**config.mk**
```make
export PLATFORM = sky130hd
export DESIGN_NAME = ivpm_top
export DESIGN_NICKNAME = d
export VERILOG_FILES = /design/src/design/ivpm_pkg.sv /design/src/design/ivpm_table.sv /design/src/design/ivpm_top.sv
export SDC_FILE = /design/constraint.sdc
export NUM_CORES = 1
export LEC_CHECK = 0
export ABC_AREA = 1
export BUFFER_PORTS_ARGS = -buffer_cell sky130_fd_sc_hd__buf_2
export CAP_MARGIN = 5
export CORE_MARGIN = 5
export CORE_UTILIZATION = 50
export CTS_CLUSTER_DIAMETER = 50
export DETAILED_ROUTE_END_ITERATION = 12
export GPL_TIMING_DRIVEN = 0
export PLACE_DENSITY = 0.83
export SLEW_MARGIN = 20
export SYNTH_ARGS = -nofsm -noshare
export SYNTH_HDL_FRONTEND = slang
export SYNTH_HIERARCHICAL = 1
export SYNTH_SLANG_ARGS = --single-unit
```
**constraint.sdc**
```tcl
create_clock -name sys_clk_i -period 4.4 [get_ports sys_clk_i]
set_input_delay 0.66 -clock sys_clk_i [delete_from_list [all_inputs] [get_ports sys_clk_i]]
set_output_delay 0.66 -clock sys_clk_i [all_outputs]
set_load 0.01 [all_outputs]
```
**src/design/ivpm_pkg.sv**
```systemverilog
// shared constants and types for the interrupt vector priority map
package ivpm_pkg;

  // flag/mask bit positions
  localparam int unsigned BIT_EXT     = 0;
  localparam int unsigned BIT_WDOG    = 1;
  localparam int unsigned BIT_TIMER   = 3;
  localparam int unsigned BIT_P0_RX   = 4;
  localparam int unsigned BIT_P0_TX   = 5;
  localparam int unsigned BIT_SH58    = 6;
  localparam int unsigned BIT_SH5C    = 7;
  localparam int unsigned BIT_HOST    = 9;
  localparam int unsigned BIT_SH68    = 10;
  localparam int unsigned BIT_SH6C    = 11;
  localparam int unsigned BIT_DMA4    = 12;
  localparam int unsigned BIT_DMA5    = 13;
  localparam int unsigned FLAG_W      = 16;
  localparam int unsigned NUM_MASK    = 12;

  localparam logic [FLAG_W-1:0] FLAG_RST  = 16'h0000;
  localparam logic [FLAG_W-1:0] MASK_RST  = 16'h0000;
  localparam logic [FLAG_W-1:0] FLAG_USED = 16'h3efb;

  // vector-relative locations
  localparam logic [6:0] VEC_RESET = 7'h00;
  localparam logic [6:0] VEC_NMI   = 7'h04;
  localparam logic [6:0] VEC_TRAP0 = 7'h08;
  localparam logic [6:0] VEC_EXT   = 7'h40;
  localparam logic [6:0] VEC_WDOG  = 7'h44;
  localparam logic [6:0] VEC_TIMER = 7'h4c;
  localparam logic [6:0] VEC_P0_RX = 7'h50;
  localparam logic [6:0] VEC_P0_TX = 7'h54;
  localparam logic [6:0] VEC_SH58  = 7'h58;
  localparam logic [6:0] VEC_SH5C  = 7'h5c;
  localparam logic [6:0] VEC_HOST  = 7'h64;
  localparam logic [6:0] VEC_SH68  = 7'h68;
  localparam logic [6:0] VEC_SH6C  = 7'h6c;
  localparam logic [6:0] VEC_DMA4  = 7'h70;
  localparam logic [6:0] VEC_DMA5  = 7'h74;

  // priorities
  localparam logic [4:0] PRI_RESET = 5'h01;
  localparam logic [4:0] PRI_NMI   = 5'h02;
  localparam logic [4:0] PRI_NONE  = 5'h00;

  // software traps
  localparam logic [4:0] TRAP_FIRST = 5'h11;
  localparam logic [4:0] TRAP_LAST  = 5'h1e;
  localparam logic [1:0] WORD_STEP  = 2'h2;

  typedef struct packed {
    logic       valid;
    logic [6:0] vector;
    logic [4:0] priority_rank;
  } ivpm_vec_t;

  typedef struct packed {
    logic p0_rx;
    logic p0_tx;
    logic p1_rx;
    logic p1_tx;
    logic p2_rx;
    logic p2_tx;
  } ivpm_port_t;

  typedef struct packed {
    logic [5:0] ch;
  } ivpm_dma_t;

endpackage

```
**src/design/ivpm_table.sv**
```systemverilog
// fixed table of maskable sources: bit index to vector and priority
`timescale 1ns/10ps
`default_nettype none
module ivpm_table (
  // lookup
  input  wire logic [3:0]         bit_i,
  output var ivpm_pkg::ivpm_vec_t entry_o
);

  always_comb begin
    entry_o = '{valid: 1'b1, vector: ivpm_pkg::VEC_RESET, priority_rank: ivpm_pkg::PRI_NONE};
    unique case (bit_i)
      4'h0: entry_o = '{1'b1, ivpm_pkg::VEC_EXT,   5'h03};
      4'h1: entry_o = '{1'b1, ivpm_pkg::VEC_WDOG,  5'h04};
      4'h3: entry_o = '{1'b1, ivpm_pkg::VEC_TIMER, 5'h06};
      4'h4: entry_o = '{1'b1, ivpm_pkg::VEC_P0_RX, 5'h07};
      4'h5: entry_o = '{1'b1, ivpm_pkg::VEC_P0_TX, 5'h08};
      4'h6: entry_o = '{1'b1, ivpm_pkg::VEC_SH58,  5'h09};
      4'h7: entry_o = '{1'b1, ivpm_pkg::VEC_SH5C,  5'h0a};
      4'h9: entry_o = '{1'b1, ivpm_pkg::VEC_HOST,  5'h0c};
      4'ha: entry_o = '{1'b1, ivpm_pkg::VEC_SH68,  5'h0d};
      4'hb: entry_o = '{1'b1, ivpm_pkg::VEC_SH6C,  5'h0e};
      4'hc: entry_o = '{1'b1, ivpm_pkg::VEC_DMA4,  5'h0f};
      4'hd: entry_o = '{1'b1, ivpm_pkg::VEC_DMA5,  5'h10};
      // reserved bits and 78..7f carry no source
      default: entry_o = '{1'b0, ivpm_pkg::VEC_RESET, ivpm_pkg::PRI_NONE};
    endcase
  end

endmodule
`default_nettype wire

```
**src/design/ivpm_top.sv**
```systemverilog
// interrupt vector and priority selection for one subsystem
`timescale 1ns/10ps
`default_nettype none
module ivpm_top (
  // clock and reset
  input  wire logic                   sys_clk_i,
  input  wire logic                   reset_i,
  // request sources, one-cycle pulses
  input  wire logic                   reset_request_i,
  input  wire logic                   soft_reset_i,
  input  wire logic                   nmi_request_i,
  input  wire logic                   ext_request_i,
  input  wire logic                   watchdog_request_i,
  input  wire logic                   timer_request_i,
  input  wire logic                   host_to_core_bit_i,
  input  wire ivpm_pkg::ivpm_port_t   port_request_i,
  input  wire ivpm_pkg::ivpm_dma_t    dma_request_i,
  // shared slot routing, 1 selects the dma channel
  input  wire logic [3:0]             dma_select_i,
  // core access to flags and mask
  input  wire logic                   mask_we_i,
  input  wire logic [15:0]            mask_wdata_i,
  input  wire logic                   flag_clr_we_i,
  input  wire logic [15:0]            flag_clr_i,
  input  wire logic                   global_enable_i,
  // trap instruction
  input  wire logic                   trap_i,
  input  wire logic [4:0]             trap_num_i,
  // vector fetch handshake
  input  wire logic                   ack_i,
  output logic                        irq_o,
  output logic [6:0]                  vector_o,
  output logic [4:0]                  priority_o,
  output logic [15:0]                 pending_flags_o,
  output logic [15:0]                 enable_mask_o
);

  ////////////////////////////////////////////////////////////////////////
  // source mapping

  logic [15:0] raw_req;
  logic [15:0] pending_flags_r;
  logic [15:0] enable_mask_r;
  logic [15:0] active;
  logic        host_bit_q_r;
  logic        host_rise;

  assign host_rise = host_to_core_bit_i & ~host_bit_q_r;

  always_comb begin
    raw_req = 16'h0000;
    raw_req[ivpm_pkg::BIT_EXT]   = ext_request_i;
    raw_req[ivpm_pkg::BIT_WDOG]  = watchdog_request_i;
    raw_req[ivpm_pkg::BIT_TIMER] = timer_request_i;
    raw_req[ivpm_pkg::BIT_P0_RX] = port_request_i.p0_rx;
    raw_req[ivpm_pkg::BIT_P0_TX] = port_request_i.p0_tx;
    raw_req[ivpm_pkg::BIT_SH58]  = dma_select_i[0] ? dma_request_i.ch[0] : port_request_i.p2_rx;
    raw_req[ivpm_pkg::BIT_SH5C]  = dma_select_i[1] ? dma_request_i.ch[1] : port_request_i.p2_tx;
    raw_req[ivpm_pkg::BIT_HOST]  = host_rise;
    raw_req[ivpm_pkg::BIT_SH68]  = dma_select_i[2] ? dma_request_i.ch[2] : port_request_i.p1_rx;
    raw_req[ivpm_pkg::BIT_SH6C]  = dma_select_i[3] ? dma_request_i.ch[3] : port_request_i.p1_tx;
    raw_req[ivpm_pkg::BIT_DMA4]  = dma_request_i.ch[4];
    raw_req[ivpm_pkg::BIT_DMA5]  = dma_request_i.ch[5];
  end

  always_ff @(posedge sys_clk_i) begin
    if (reset_i) begin
      host_bit_q_r <= 1'b0;
    end else begin
      host_bit_q_r <= host_to_core_bit_i;
    end
  end

  ////////////////////////////////////////////////////////////////////////
  // flags and mask

  logic        take_mask;
  logic [15:0] take_clr;

  always_ff @(posedge sys_clk_i) begin
    if (reset_i) begin
      enable_mask_r <= ivpm_pkg::MASK_RST;
    end else if (mask_we_i) begin
      enable_mask_r <= mask_wdata_i & ivpm_pkg::FLAG_USED;
    end
  end

  // set wins over any clear in the same cycle
  always_ff @(posedge sys_clk_i) begin
    if (reset_i) begin
      pending_flags_r <= ivpm_pkg::FLAG_RST;
    end else begin
      pending_flags_r <= ((pending_flags_r & ~take_clr) | raw_req) & ivpm_pkg::FLAG_USED;
    end
  end

  assign active = pending_flags_r & enable_mask_r;

  ////////////////////////////////////////////////////////////////////////
  // priority selection

  logic [3:0]          win_bit;
  logic                win_any;
  ivpm_pkg::ivpm_vec_t win_entry;

  // lowest bit index carries the smallest priority number
  always_comb begin
    win_bit = 4'h0;
    win_any = 1'b0;
    for (int i = ivpm_pkg::FLAG_W - 1; i >= 0; i--) begin
      if (active[i]) begin
        win_bit = 4'(i);
        win_any = 1'b1;
      end
    end
  end

  ivpm_table u_table (
    .bit_i   (win_bit),
    .entry_o (win_entry)
  );

  ////////////////////////////////////////////////////////////////////////
  // vector output

  logic                reset_pend_r;
  logic                nmi_pend_r;
  logic                trap_pend_r;
  logic [4:0]          trap_num_r;
  ivpm_pkg::ivpm_vec_t sel;
  logic                sel_mask;
  logic [6:0]          trap_vec;

  // four-word slots: trap offset shifted up by the slot step
  assign trap_vec = ivpm_pkg::VEC_TRAP0 + 7'({2'h0, 5'(trap_num_r - ivpm_pkg::TRAP_FIRST)} << ivpm_pkg::WORD_STEP);

  always_comb begin
    sel      = '{1'b0, ivpm_pkg::VEC_RESET, ivpm_pkg::PRI_NONE};
    sel_mask = 1'b0;
    if (reset_pend_r) begin
      sel = '{1'b1, ivpm_pkg::VEC_RESET, ivpm_pkg::PRI_RESET};
    end else if (nmi_pend_r) begin
      sel = '{1'b1, ivpm_pkg::VEC_NMI, ivpm_pkg::PRI_NMI};
    end else if (trap_pend_r) begin
      sel = '{1'b1, trap_vec, ivpm_pkg::PRI_NONE};
    end else if (global_enable_i && win_any && win_entry.valid) begin
      sel      = win_entry;
      sel_mask = 1'b1;
    end
  end

  assign take_mask = ack_i & sel_mask;
  assign take_clr  = (take_mask ? (16'h0001 << win_bit) : 16'h0000) | (flag_clr_we_i ? flag_clr_i : 16'h0000);

  always_ff @(posedge sys_clk_i) begin
    if (reset_i) begin
      reset_pend_r <= 1'b1;
    end else if (reset_request_i || soft_reset_i) begin
      reset_pend_r <= 1'b1;
    end else if (ack_i) begin
      reset_pend_r <= 1'b0;
    end
  end

  always_ff @(posedge sys_clk_i) begin
    if (reset_i) begin
      nmi_pend_r <= 1'b0;
    end else if (nmi_request_i) begin
      nmi_pend_r <= 1'b1;
    end else if (ack_i && !reset_pend_r) begin
      nmi_pend_r <= 1'b0;
    end
  end

  always_ff @(posedge sys_clk_i) begin
    if (reset_i) begin
      trap_pend_r <= 1'b0;
      trap_num_r  <= ivpm_pkg::TRAP_FIRST;
    end else if (trap_i && trap_num_i >= ivpm_pkg::TRAP_FIRST && trap_num_i <= ivpm_pkg::TRAP_LAST) begin
      trap_pend_r <= 1'b1;
      trap_num_r  <= trap_num_i;
    end else if (ack_i && !reset_pend_r && !nmi_pend_r) begin
      trap_pend_r <= 1'b0;
    end
  end

  always_ff @(posedge sys_clk_i) begin
    if (reset_i) begin
      vector_o   <= ivpm_pkg::VEC_RESET;
      priority_o <= ivpm_pkg::PRI_NONE;
    end else begin
      vector_o   <= sel.vector;
      priority_o <= sel.priority_rank;
    end
  end

  assign irq_o           = sel.valid;
  assign pending_flags_o = pending_flags_r;
  assign enable_mask_o   = enable_mask_r;

endmodule
`default_nettype wire

```
==> out/metrics.csv <==
metric;value;unit
Tot Pwr;0.0009857;W
DRT iter0 DRCs;105;
CTS Hold Bufs;0;
Inserted Clock Buffers;5;
main combinational cell family by area after synthesis;simple AND/OR/NAND/NOR gates;
most frequent cells after synthesis;nand2_1 (71), dfxtp_1 (45), inv_1 (44);
Synth Register Bits;45;
Max Transition Viols Final;0;
Worst Path Required;3740;ps
clock-pin transition on the worst setup and hold timing paths;90;ps
crit share post-route;77.78;%
CTS Buffer Depth;2;
initial antenna violation count;0;
WHS Path Cells;1;
Seq/Total Area, Yosys;35.04;%
PwrDens;302.8;mW/mm²
worst-path maximum fanout;7;
Net count, final;548;
postcts setup bufs;0;
prevailing post-synth register cell;dfxtp_1;
Unique masters post-synth;35;
Antenna Violating Nets Remaining;0;
worst endpoint data arrival time;2760;ps
Final Skew;5.671;ps
area grow syn2layout;26.62;%
reg2reg end;pending_flags_o[10];
status;complete, no violations;
Max Cap Viol;0;
Leak;1.759;nW
Via density;4.741;
fmax;0.2922;GHz
mux contribution to synthesized area;1.557;%
Hold Crit Endpoint;pending_flags_o[9];
clock root cell;clkbuf_8;
Overflow after GRT;0;
Die Wd;81.71;µm
H-tree depth;2;
Post-Syn Area per Cell;7.064;µm²
largest net degree at the start of global routing;15;
Hold Startpoint;host_bit_q_r;
R2R depth;25;
CTS tree;yes;
Clock Latency Late Sink;300;ps
Antenna Cells;0;
die height;81.71;µm
final-layout fill cell count;446;
Port Buffers;94;
Mapped Area;0.002571;mm²
num rows;26;
CP Capture Type;output pin;
final hold violation count;0;
Final Worst Setup Slack;977.6;ps
RSZ-0062 raised after global routing;false;
DRT Pass-1 Iters;4;
synth warn;6;
Resized Gates After CTS;0;
routed vias;2579;
Synth Instances;364;
Post-synth EDFFs;0;
Synth Area in Adders;3.893;%
I/O pin count;112;
first-pass GRT wire length;9880;µm
Total GRT Usage;18.54;%
fraction of layout cells with a size suffix above 1;31.22;%
Peak VDD IR;219.5;µV
total core area;0.005042;mm²
CP Class;flip-flop to output pin;
number of global-route vias before repair;2360;
wire per inst;11.25;µm
worst hold path type;flip-flop to flip-flop;
Sink Count;45;
Synth async-reset ratio;0;%
Place WS;1328;ps
Area contributors post-synth;dfxtp_1 (35%), nand2_1 (10%), inv_1 (6.4%);
compound-gate portion of the synthesized area;13.33;%
min cycle time layout;3422;ps
area share of the leading cell type in the synthesized netlist;35.04;%
FF-to-FF Start;pending_flags_o[13];
DP HPWL;5006;µm
setup violators final;0;
Routability Congestion;0.9403;
post-synthesis simple-gate area fraction;31.44;%
# DRC;0;
final WL;6120;µm
reg2reg setup slack;1530;ps
xor and xnor fraction of the mapped netlist area;1.363;%
most frequent cell after synthesis;nand2_1;
Sum Neg Setup Slack;0;ps
Initial Utilization;50.99;%
DIE AREA;0.006677;mm²
Yosys top cell by area;dfxtp_1;
Startpoint Class;flip-flop;
[where the power goes]
group | internal [W] | total [W] | switching [W]
sequential | 0.000429 | 0.000446 | 0.0000171
clock | 0.000127 | 0.000270 | 0.000143
combinational | 0.000108 | 0.000270 | 0.000162
[critical path: stages (launching register included)]
cell and delay (ps):
dfxtp_1 360, nand2_1 80, inv_1 60, nand2_1 40, nand2_1 50, nand2_1 50
nand2_1 60, nand2_1 50, nand2_1 60, nand2_2 60, nand2_4 90, nand2_2 110
inv_2 150, inv_1 110, ha_1 240, inv_1 90, nand3_2 100, nand3_1 120
buf_4 110, nand2_1 50, inv_1 100, nand2_1 100, nand2_1 90, buf_2 130
[area by class of cell]
class                   count  area [µm²]  share of cell area [%]
clock buffers               6       82.58                   2.537
well taps                  70       87.58                   2.690
multi-input cells         259        1364                   41.89
inverters                  49       191.4                   5.880
plain buffers              19       145.1                   4.458
flip-flops and latches     45       900.9                   27.67
repair buffers             94       470.5                   14.45
clock inverters             2       13.76                  0.4228
[flip-flops by register name, summed over array words and instances (netlist names)]
register	cells
reset_pend_r	1
pending_flags_o	12
host_bit_q_r	1
trap_pend_r	1
trap_num_r	5
vector_o	7
enable_mask_o	12
nmi_pend_r	1
priority_o	5
[layer usage]
metal	global-route usage, %	up-vias	wire (µm)
met5	0	-	0
met4	5.482	0	93
met3	5.373	11	463
met2	32.00	80	2950
met1	22.28	1127	2613
li1	-	1361	-
[metrics by stage]
step	instances	hold WS, ps	utilization (%)	instance area, µm²
6_report	544	411.7	64.57	3256
5_1_grt	544	425.3	64.57	3256
4_1_cts	544	412.3	64.57	3256
3_5_place_dp	536	400.3	62.66	3159
3_3_place_gp	536	396.0	62.66	3159
2_1_floorplan	372	389.5	-	2601
[cell usage in the layout, fill, tap and decap left out, drive strengths merged, types with 3 or more instances in the layout]
cell	Yosys	routed
a21boi	9	9
a21oi	26	26
buf	14	108
clkbuf	5	11
conb	2	10
dfxtp	45	45
ha	8	8
inv	49	49
mux2i	4	4
nand2	82	82
nand3	30	30
nand4	6	6
nor2	49	49
nor3	3	3
o21ai	24	24
xor2	3	3
[worst max path at each step]
stage / start / end / slack, ps / cells past startpoint
after detailed placement: pending_flags_o[13] / irq_o / 1330 / 23
after CTS: pending_flags_o[13] / irq_o / 980 / 23
after global placement: enable_mask_o[13] / irq_o / 1380 / 23
final: pending_flags_o[13] / irq_o / 980 / 23
after global routing: pending_flags_o[13] / irq_o / 760 / 23
after floorplan: pending_flags_o[13] / irq_o / 1670 / 22
[cell families after synthesis]
family,Yosys count
other,2
adders and majority gates,8
muxes,4
and+or+nand+nor,172
AOI/OAI and AO/OA,61
buffers and inverters,68
xor gates and xnor gates,4
DFF,45
No activity file was read; power rests on OpenSTA's default activity.
